File: config.mk
export PLATFORM = sky130hd
export DESIGN_NAME = pfm_pad_function_mux
export DESIGN_NICKNAME = d
export VERILOG_FILES = /design/src/include/pfm_pkg.sv /design/src/rtl/pfm_pad_function_mux.sv
export SDC_FILE = /design/constraint.sdc
export NUM_CORES = 1
export LEC_CHECK = 0
export BUFFER_PORTS_ARGS = -buffer_cell sky130_fd_sc_hd__buf_4
export CORE_AREA = 8 8 244 246
export DETAILED_ROUTE_END_ITERATION = 8
export DIE_AREA = 0 0 252 254
export GPL_TIMING_DRIVEN = 0
export PLACE_DENSITY = 0.66
export SETUP_SLACK_MARGIN = 0.4
export SYNTH_ARGS = -nofsm -noshare
export SYNTH_HDL_FRONTEND = slang
export SYNTH_SLANG_ARGS = --single-unit
File: constraint.sdc
create_clock -name clk_in -period 4.55 [get_ports clk_in]
set_input_delay 0.91 -clock clk_in [delete_from_list [all_inputs] [get_ports clk_in]]
set_output_delay 0.91 -clock clk_in [all_outputs]
set_load 0.05 [all_outputs]
File: src/include/pfm_pkg.sv
/*
 * Shared constants and types for the pad function multiplexer: register
 * addresses, control field layout, reset images, legal mode masks per ball.
 * Assumes a 32-bit main-subsystem address space with word-wide accesses.
 */
package pfm_pkg;

    // ----------------------------------------------------------------
    // Sizes
    // ----------------------------------------------------------------
    localparam int NUM_PADS = 10;
    localparam int MODE_W = 4;
    localparam int NUM_MODES = 16;
    localparam int REG_W = 32;

    // ----------------------------------------------------------------
    // Ball indices, ordered by control address
    // ----------------------------------------------------------------
    localparam int PAD_HOST_ATTN = 0;
    localparam int PAD_SB_OUT = 1;
    localparam int PAD_SB_IN = 2;
    localparam int PAD_RESTART = 3;
    localparam int PAD_JTAG_CLK = 4;
    localparam int PAD_JTAG_MODE = 5;
    localparam int PAD_JTAG_DIN = 6;
    localparam int PAD_JTAG_DOUT = 7;
    localparam int PAD_SYNC_IN = 8;
    localparam int PAD_SYNC_OUT = 9;

    // ----------------------------------------------------------------
    // Control register addresses
    // ----------------------------------------------------------------
    localparam logic [31:0] ADDR_HOST_ATTENTION = 32'hffffea00;
    localparam logic [31:0] ADDR_SERIAL_B_OUT = 32'hffffea1c;
    localparam logic [31:0] ADDR_SERIAL_B_IN = 32'hffffea20;
    localparam logic [31:0] ADDR_RESTART_LINE = 32'hffffea48;
    localparam logic [31:0] ADDR_JTAG_CLOCK = 32'hffffea50;
    localparam logic [31:0] ADDR_JTAG_MODE_SELECT = 32'hffffea54;
    localparam logic [31:0] ADDR_JTAG_DATA_IN = 32'hfffea58;
    localparam logic [31:0] ADDR_JTAG_DATA_IN_ALIAS = 32'hffffea58;
    localparam logic [31:0] ADDR_JTAG_DATA_OUT = 32'hffffea5c;
    localparam logic [31:0] ADDR_FRAME_SYNC_IN = 32'hffffea6c;
    localparam logic [31:0] ADDR_FRAME_SYNC_OUT = 32'hffffea70;

    localparam logic [NUM_PADS-1:0][31:0] ADDR_TABLE = {
        ADDR_FRAME_SYNC_OUT, ADDR_FRAME_SYNC_IN, ADDR_JTAG_DATA_OUT,
        ADDR_JTAG_DATA_IN, ADDR_JTAG_MODE_SELECT, ADDR_JTAG_CLOCK,
        ADDR_RESTART_LINE, ADDR_SERIAL_B_IN, ADDR_SERIAL_B_OUT,
        ADDR_HOST_ATTENTION};

    // ----------------------------------------------------------------
    // Field positions of a pad control register
    // ----------------------------------------------------------------
    localparam int FUNC_LSB = 0;
    localparam int IN_FORCE_BIT = 4;
    localparam int IN_VALUE_BIT = 5;
    localparam int OE_FORCE_BIT = 6;
    localparam int OE_VALUE_BIT = 7;
    localparam int PULL_INHIBIT_BIT = 8;
    localparam int PULL_DIR_BIT = 9;
    localparam int SLEW_BIT = 10;

    // Legal modes per ball, bit n set means mode n exists
    localparam logic [NUM_PADS-1:0][15:0] MODE_MASK = {
        16'h0e03,
        16'h02c3,
        16'h02c7,
        16'h0007,
        16'h0047,
        16'h0107,
        16'h0001,
        16'h0047,
        16'h0007,
        16'h0047};

    // Power-on images: output override set, pulls as the ball allows
    localparam logic [NUM_PADS-1:0][31:0] RESET_VALUE = {
        32'h000000c1, 32'h000000c1, 32'h00000141, 32'h000002c1,
        32'h000000c1, 32'h000000c1, 32'h000001c0, 32'h000002c1,
        32'h000002c1, 32'h000000c1};

    // Balls fitted with an internal pull resistor
    localparam logic [NUM_PADS-1:0] HAS_PULL = 10'h377;

    // ----------------------------------------------------------------
    // Types
    // ----------------------------------------------------------------
    typedef struct packed {
        logic [20:0] spare;
        logic slew_low;
        logic pull_direction_select;
        logic pull_inhibit;
        logic oe_value;
        logic oe_force;
        logic input_forced_value;
        logic input_force;
        logic [MODE_W-1:0] function_select;
    } pfm_pad_ctl_t;

    typedef struct packed {
        logic out;
        logic oe;
        logic pull_en;
        logic pull_up;
    } pfm_pad_drive_t;

    typedef enum logic {ST_SAMPLE, ST_RUN} pfm_strap_state_t;

endpackage

File: src/rtl/pfm_pad_function_mux.sv
/*
 * Pad function multiplexer for ten balls: per-ball control registers,
 * mode routing, pull and override control, boot strap capture.
 * Assumes a simple synchronous memory-mapped port and synchronous pad inputs.
 */
`timescale 1ns/1ps

module pfm_pad_function_mux (
    input wire logic clk_in,
    input wire logic rst_n_in,
    input wire logic [31:0] reg_addr_in,
    input wire logic reg_wr_in,
    input wire logic [31:0] reg_wdata_in,
    input wire logic reg_rd_in,
    output logic [31:0] reg_rdata_out,
    output logic reg_ack_out,
    output logic reg_err_out,
    input wire logic [pfm_pkg::NUM_PADS-1:0] pad_in_in,
    output pfm_pkg::pfm_pad_drive_t [pfm_pkg::NUM_PADS-1:0] pad_drive_out,
    input wire logic [pfm_pkg::NUM_PADS-1:0][15:0] periph_out_in,
    input wire logic [pfm_pkg::NUM_PADS-1:0][15:0] periph_oe_in,
    output logic [pfm_pkg::NUM_PADS-1:0][15:0] periph_in_out,
    output logic [1:0] boot_sense_strap_out,
    output logic strap_valid_out
);

    // ----------------------------------------------------------------
    // Functions
    // ----------------------------------------------------------------

    // Address to {hit, index}; the ball with two printed addresses answers both
    function automatic logic [4:0] decode_addr(input logic [31:0] addr);
        logic [4:0] res;
        res = 5'h00;
        for (int i = 0; i < pfm_pkg::NUM_PADS; i++) begin
            if (addr == pfm_pkg::ADDR_TABLE[i]) begin
                res = {1'b1, 4'(i)};
            end
        end
        if (addr == pfm_pkg::ADDR_JTAG_DATA_IN_ALIAS) begin
            res = {1'b1, 4'(pfm_pkg::PAD_JTAG_DIN)};
        end
        return res;
    endfunction

    // Whether a mode code is listed for a ball
    function automatic logic mode_ok(input int pad, input logic [3:0] sel);
        return pfm_pkg::MODE_MASK[pad][sel];
    endfunction

    // Pull drive from a control word; absent resistors stay off
    function automatic logic [1:0] pull_of(input int pad,
                                           input pfm_pkg::pfm_pad_ctl_t c);
        logic en;
        en = pfm_pkg::HAS_PULL[pad] & ~c.pull_inhibit;
        return {en, en & c.pull_direction_select};
    endfunction

    // ----------------------------------------------------------------
    // Register file
    // ----------------------------------------------------------------
    pfm_pkg::pfm_pad_ctl_t [pfm_pkg::NUM_PADS-1:0] ctl;
    logic [4:0] dec;
    logic hit;
    logic [3:0] idx;
    pfm_pkg::pfm_strap_state_t strap_state;

    assign dec = decode_addr(reg_addr_in);
    assign hit = dec[4];
    assign idx = dec[3:0];

    // Control words; every bit is kept so software sees what it wrote
    always_ff @(posedge clk_in or negedge rst_n_in) begin
        if (!rst_n_in) begin
            for (int i = 0; i < pfm_pkg::NUM_PADS; i++) begin
                ctl[i] <= pfm_pkg::RESET_VALUE[i];
            end
        end else if (reg_wr_in && hit) begin
            ctl[idx] <= reg_wdata_in;
        end
    end

    // Read data and acknowledge, one cycle after the request
    always_ff @(posedge clk_in or negedge rst_n_in) begin
        if (!rst_n_in) begin
            reg_rdata_out <= 32'h00000000;
            reg_ack_out <= 1'b0;
            reg_err_out <= 1'b0;
        end else begin
            reg_ack_out <= reg_rd_in | reg_wr_in;
            reg_err_out <= (reg_rd_in | reg_wr_in) & ~hit;
            if (reg_rd_in) begin
                reg_rdata_out <= hit ? ctl[idx] : 32'h00000000;
            end
        end
    end

    // ----------------------------------------------------------------
    // Function routing
    // ----------------------------------------------------------------
    pfm_pkg::pfm_pad_drive_t [pfm_pkg::NUM_PADS-1:0] next_drive;
    logic [pfm_pkg::NUM_PADS-1:0][15:0] next_periph_in;

    // Only the selected mode reaches the ball; unlisted codes float it unless oe_force is set
    always_comb begin
        logic [3:0] sel;
        logic ok;
        logic seen;
        logic [1:0] pl;
        sel = 4'h0;
        ok = 1'b0;
        seen = 1'b0;
        pl = 2'b00;
        for (int p = 0; p < pfm_pkg::NUM_PADS; p++) begin
            sel = ctl[p].function_select;
            ok = mode_ok(p, sel);
            seen = ctl[p].input_force ? ctl[p].input_forced_value
                                      : pad_in_in[p];
            pl = pull_of(p, ctl[p]);
            next_drive[p].out = ok & periph_out_in[p][sel];
            if (ctl[p].oe_force) begin
                // Override wins over the peripheral; bit high keeps driver off
                next_drive[p].oe = ~ctl[p].oe_value;
            end else begin
                next_drive[p].oe = ok & periph_oe_in[p][sel];
            end
            next_drive[p].pull_en = pl[1];
            next_drive[p].pull_up = pl[0];
            next_periph_in[p] = ok ? ({15'h0000, seen} << sel) : 16'h0000;
        end
    end

    // Registered pad and peripheral side; reset shows the power-on image
    always_ff @(posedge clk_in or negedge rst_n_in) begin
        if (!rst_n_in) begin
            for (int p = 0; p < pfm_pkg::NUM_PADS; p++) begin
                pad_drive_out[p].out <= 1'b0;
                pad_drive_out[p].oe <= ~pfm_pkg::RESET_VALUE[p][pfm_pkg::OE_VALUE_BIT];
                pad_drive_out[p].pull_en <= pfm_pkg::HAS_PULL[p]
                    & ~pfm_pkg::RESET_VALUE[p][pfm_pkg::PULL_INHIBIT_BIT];
                pad_drive_out[p].pull_up <= pfm_pkg::HAS_PULL[p]
                    & pfm_pkg::RESET_VALUE[p][pfm_pkg::PULL_DIR_BIT];
            end
            periph_in_out <= '0;
        end else begin
            pad_drive_out <= next_drive;
            periph_in_out <= next_periph_in;
        end
    end

    // ----------------------------------------------------------------
    // Boot strap capture
    // ----------------------------------------------------------------

    // One sample on the first edge after release, while pads hold reset state
    always_ff @(posedge clk_in or negedge rst_n_in) begin
        if (!rst_n_in) begin
            strap_state <= pfm_pkg::ST_SAMPLE;
            boot_sense_strap_out <= 2'b00;
            strap_valid_out <= 1'b0;
        end else begin
            case (strap_state)
                pfm_pkg::ST_SAMPLE: begin
                    boot_sense_strap_out <= {pad_in_in[pfm_pkg::PAD_SYNC_OUT],
                                             pad_in_in[pfm_pkg::PAD_JTAG_DOUT]};
                    strap_valid_out <= 1'b1;
                    strap_state <= pfm_pkg::ST_RUN;
                end
                pfm_pkg::ST_RUN: begin
                    strap_valid_out <= 1'b1;
                end
                default: begin
                    strap_state <= pfm_pkg::ST_RUN;
                end
            endcase
        end
    end

    logic wr_hit_q;
    logic [3:0] wr_idx_q;
    logic [31:0] wr_data_q;

    // Helper copy of the previous cycle's write bus, flagged when it was accepted
    always_ff @(posedge clk_in or negedge rst_n_in) begin
        if (!rst_n_in) begin
            wr_hit_q <= 1'b0;
            wr_idx_q <= 4'h0;
            wr_data_q <= 32'h00000000;
        end else begin
            wr_hit_q <= reg_wr_in & hit;
            wr_idx_q <= idx;
            wr_data_q <= reg_wdata_in;
        end
    end
endmodule

**After elaboration in Yosys (flattened, before gate mapping)**

Memory sizes are Yosys's and may differ from the RTL's.
Cells that the tools add are included.
W data, S select, Z words.

- Register bits: 553
- Bits in read-only memories: 160
- Output and inout bits: 237
- Logic and storage cells: 332
- Memories: 10

Memories:

| name | words | bits a word | rd ports | clocked after Yosys merged registers in | write ports | line | text |
|---|---|---|---|---|---|---|---|
| (name not given) | 16 | 1 | 1 | 0 | 0 | pfm_pad_function_mux.sv:48 | `return pfm_pkg::MODE_MASK[pad][sel];` |
| (name not given) | 16 | 1 | 1 | 0 | 0 | pfm_pad_function_mux.sv:48 |  |
| (name not given) | 16 | 1 | 1 | 0 | 0 | pfm_pad_function_mux.sv:48 |  |
| (name not given) | 16 | 1 | 1 | 0 | 0 | pfm_pad_function_mux.sv:48 |  |
| (name not given) | 16 | 1 | 1 | 0 | 0 | pfm_pad_function_mux.sv:48 |  |
| (name not given) | 16 | 1 | 1 | 0 | 0 | pfm_pad_function_mux.sv:48 |  |
| 4 more memories | n/a | n/a | n/a | n/a | n/a | n/a |  |

- Magnitude comparators: 12
- Eq/ne operators: 11
- Shift-type cells: 10
- Muxes and demuxes: 97
- Bitwise operators: 49
- Reductions and logical operators: 2

Operators with widths:

| kind | number |
|---|---|
| $bwmux W320 | 1 |
| $eq A32 B32 Y1 const B | 10 |
| $mux W16 | 10 |
| $shl A1 B4 Y16 | 10 |
| $bmux W32 S4 | 1 |
| $demux W32 S4 | 1 |
| $mux W32 | 3 |
| $bmux W1 S4 | 20 |
| $lt A4 B5 Y1 const B | 11 |
| $mux W5 | 11 |
| $mux W1 | 50 |
| $eq A32 B28 Y1 const B | 1 |
| $and A1 B1 Y1 | 29 |
| $not A1 Y1 | 19 |
| $ge A4 B1 Y1 const B | 1 |
| $logic_and A1 B1 Y1 | 2 |
| $or A1 B1 Y1 | 1 |

**Depth between registers and ports, before layout**

- Word-level depth: 17
- Gate-level depth with buffers: 11
- Gate-level depth less buffers: 7

**Worst setup path before layout**

No wires, ideal clock.

- Path type: input -> register
- Start point: input port reg_addr_in[1]
- End point: register ctl[10] in the netlist's numbering
- Library setup time: 0.125 ns
- Arrival time: 3.194 ns
- Data required time: 4.425 ns
- Slack: 1.232 ns
- Stages on the path: 9
- Cell sequence: or3_4 -> buf_2 -> o31ai_1 -> a21oi_1 -> or2_2 -> buf_2 -> nand3_1 -> buf_4 -> mux2_2

- Word-level cells in the longest chain between the ends: 16
- Elaborated cells between the ends (all ways): 29
- Those cells by class: order compare: 2; eq/ne: 11; mux: 14; reduce/logical: 2

RTL lines:

| item | line | text |
|---|---|---|
| from (decl) | pfm_pad_function_mux.sv:11 | `input wire logic [31:0] reg_addr_in,` |
| $eq A32 B32 Y1 | pfm_pad_function_mux.sv:36 | `if (addr == pfm_pkg::ADDR_TABLE[i]) begin` |
| $mux W5 (9 in a row) | pfm_pad_function_mux.sv:36 |  |
| $mux W5 * | pfm_pad_function_mux.sv:40 | `if (addr == pfm_pkg::ADDR_JTAG_DATA_IN_ALIAS) begin` |
| $lt A4 B5 Y1 (implied by the code) / $ge A4 B1 Y1 (equally long branches) | pfm_pad_function_mux.sv:79 | `ctl[idx] <= reg_wdata_in;` |
| $logic_and A1 B1 Y1 (implied by the code) | pfm_pad_function_mux.sv:79 |  |
| $mux W32 (implied by the code) | pfm_pad_function_mux.sv:79 |  |
| $demux W32 S4 | pfm_pad_function_mux.sv:79 |  |
| $bwmux W320 | pfm_pad_function_mux.sv:79 |  |
| to (signal, indexed assignment) | pfm_pad_function_mux.sv:76 | `ctl[i] <= pfm_pkg::RESET_VALUE[i];` |
| to (signal, indexed assignment) | pfm_pad_function_mux.sv:79 |  |
| to (decl) | pfm_pad_function_mux.sv:62 | `pfm_pkg::pfm_pad_ctl_t [pfm_pkg::NUM_PADS-1:0] ctl;` |

Every way passes the cells marked *; elsewhere a longest branch is shown, timed or not.
A chain may end at the register's enable or synchronous reset.

**Worst setup path in the final report**

- Start point: input port reg_addr_in[28]
- End point: register ctl[189] in the netlist's numbering

Same word-level chain as after synthesis.

==> impl_results.md <==
- Maxcap violations: 0
- EDFF count, synth: 0
- Clk_lat worst skew: 630 ps
- WS Path Type: primary input to register
- Pre-Repair DR Iteration Count: 6
- Nets: 2795
- Synth area leader: dfrtp_1
- Min Hold Slack: 266.1 ps
- Power Density: 360.9 mW/mm²
- Slowest CP cell: a211oi_2
- Relative slew slack: 24.57%
- Final Skew: 27.32 ps
- Grt total ovfl: 0
- Crit path max-delay family: simple AND/OR/NAND/NOR gates
- Crit start category: primary input
- Register area share after synthesis: 59.70%
- CTS tree: done
- Post-synth top flop: dfrtp_1
- Die Footprint: 0.06401 mm²
- CTS Hold Buffers Added: 0
- Clock Tree Buf Depth: 3
- Slew Limit Fails: 0
- Initial antenna violation count: 8
- Initial Util: 41.76%
- Syn Inst Count: 1825
- Worst IR Drop VDD: 0.3004 mV
- Avg WL per Cell: 24.32 µm
- Top-area cell type share of the netlist area: 54.62%
- Syn_area_per_cell: 12.75 µm²
- Cell total after placement: 3090
- Buf/Inv on CP: 3
- GRT Resource Usage Total: 23.63%
- CTS Buf Count: 58
- Setup violations, final: 0
- Initial drt markers: 1572
- Root buffer cell: clkbuf_16
- Top post-synthesis cells by count: dfrtp_1, mux2_2, nand2_1, clkbuf_1, nor2_1
- Async S/R FF share, synth: 100.0%
- Num ports: 635
- Port Buffer Count: 379
- Tot Pwr: 10.75 mW
- Routed via count: 17850
- Register clock-pin slew on the reported worst setup and hold paths: 60 ps
- Die height: 254 µm
- Fin crit period: 4056 ps
- Worst path max stage delay: 920 ps
- CTS Sinks: 553
- Arrival @ worst endpoint: 4550 ps
- Crit share post-route: 89.13%
- Fillers: 4826
- F_max: 246.6 MHz
- Fin cells: 3203
- Htree depth: 2
- Area growth from synthesis to layout: 27.94%
- First-pass GRT wire length: 115300 µm
- Util after Layout: 53.43%
- Via density: 5.574
- Final HPWL DP: 57590 µm
- Count of final hold-check violations: 0
- CP required: 5050 ps
- Remaining DRCs: 0
- Slew @ Worst Pin: 1127 ps
- Mapped cell area: 0.02327 mm²
- Total length of routed wires: 77910 µm
- CP Max Fanout: 10
- Post-DRT Antenna Nets: 0
- Final GP Congestion: 0.9340
- Chip Width: 252 µm
- Share of layout cells above drive strength 1: 38.18%
- Total negative slack: 0 ps
- Core area: 0.05573 mm²
- RSZ-0062 raised after global routing: no
- Yosys reg bits: 553
- Synthesis Warnings: 0
- CP endpoint kind: register
- Most numerous cell in the Yosys netlist: dfrtp_1
- Synth area leaders: dfrtp_1, mux2_2, dfstp_2, nand2_1, mux2i_1
- Static leakage: 14.16 nW
- Status: completed
- Vias in the first global route: 18530
- CP Cell Sequence: buf_4 -> or4_1 -> or4_1 -> a211oi_2 -> and3_1 -> buf_2 -> buf_2 -> mux2_2
- Largest net degree at the start of global routing: 112
- Hold Crit Class: primary input to async pin
- Post-synth cell types: 80
- FP Rows: 87
-- layout make-up --
| class | count | area [µm²] | area share [%] |
|---|---|---|---|
| Clock buffer | 85 | 1733 | 5.820 |
| Buffer | 163 | 752.0 | 2.525 |
| Antenna cell | 1 | 2.502 | 0.008404 |
| Sequential cell | 553 | 13890 | 46.66 |
| Timing Repair Buffer | 388 | 3020 | 10.14 |
| Multi-Input combinational cell | 1199 | 8995 | 30.21 |
| Clock inverter | 24 | 306.5 | 1.029 |
| Inverter | 34 | 127.6 | 0.4286 |
| Tap cell | 756 | 945.9 | 3.177 |
-- per-stage QoR --
| step | area (µm²) | setup slack (ps) |
|---|---|---|
| after floorplan | 23740 | 1232 |
| after global placement | 27530 | -3183 |
| after detailed placement | 27690 | -158.7 |
| after CTS | 29730 | 476.0 |
| after global routing | 29780 | 444.8 |
| final | 29780 | 494.4 |
-- power by group --
group	internal, mW	switching (mW)
logic	0.224	0.539
registers	4.99	0.0209
clock network	2.98	1.99
-- kinds of logic (layout without fill, tap and decap cells) --
family                    after synthesis  count (layout)  synth area share, %
other                                   2             127              0.03227
muxes                                 356             356                17.50
and+or+nand+nor                       415             415                9.209
xor gates and xnor gates                2               2              0.07528
AOI/OAI and AO/OA                     300             300                9.725
buffers and inverters                 197             694                3.752
DFF                                   553             553                59.70
-- sequential cells by signal, indices dropped and copies added, names as in the netlist --
name / flops
reg_rdata_out: 32
periph_in_out: 160
boot_sense_strap_out: 2
reg_ack_out: 1
strap_state: 1
ctl: 320
pad_drive_out: 36
reg_err_out: 1
-- path summary, 6_finish.rpt --
path | from | endpoint | slack, ps | cells after the start
max | reg_addr_in[28] | ctl[189] | 490 | 8
max in group asynchronous | rst_n_in | periph_in_out[77] | 2820 | 3
max reg2reg | ctl[256] | pad_drive_out[34] | 1600 | 6
min | rst_n_in | pad_drive_out[19] | 270 | 1
min in group clk_in | ctl[136] | pad_drive_out[17] | 420 | 1
min reg2reg | ctl[136] | pad_drive_out[17] | 420 | 1
-- routing by layer --
metal / vias up / GRT usage [%] / wire length, µm
li1: 7707 / - / -
met3: 193 / 8.231 / 8464
met5: - / 0 / 70
met2: 894 / 37.90 / 36270
met1: 9048 / 29.17 / 30200
met4: 12 / 9.307 / 2900
-- cell usage in the layout, fill, tap and decap left out, types with 27 or more instances in the layout --
| cell type | n |
|---|---|
| o21ai_0 | 47 |
| buf_4 | 397 |
| mux2i_1 | 38 |
| nor2_1 | 60 |
| conb_1 | 126 |
| nand2_1 | 117 |
| o22ai_1 | 36 |
| buf_2 | 47 |
| nand3_1 | 42 |
| buf_1 | 27 |
| mux2_2 | 307 |
| clkbuf_16 | 58 |
| inv_1 | 34 |
| clkbuf_1 | 77 |
| dfstp_2 | 45 |
| nor3_1 | 51 |
| dfrtp_1 | 508 |
-- timing repair --
action,CTS,global route
setup endpoints to repair,0,43
buffers inserted,0,3
gates resized for setup,0,5
Power figures use the tool's default switching activity.
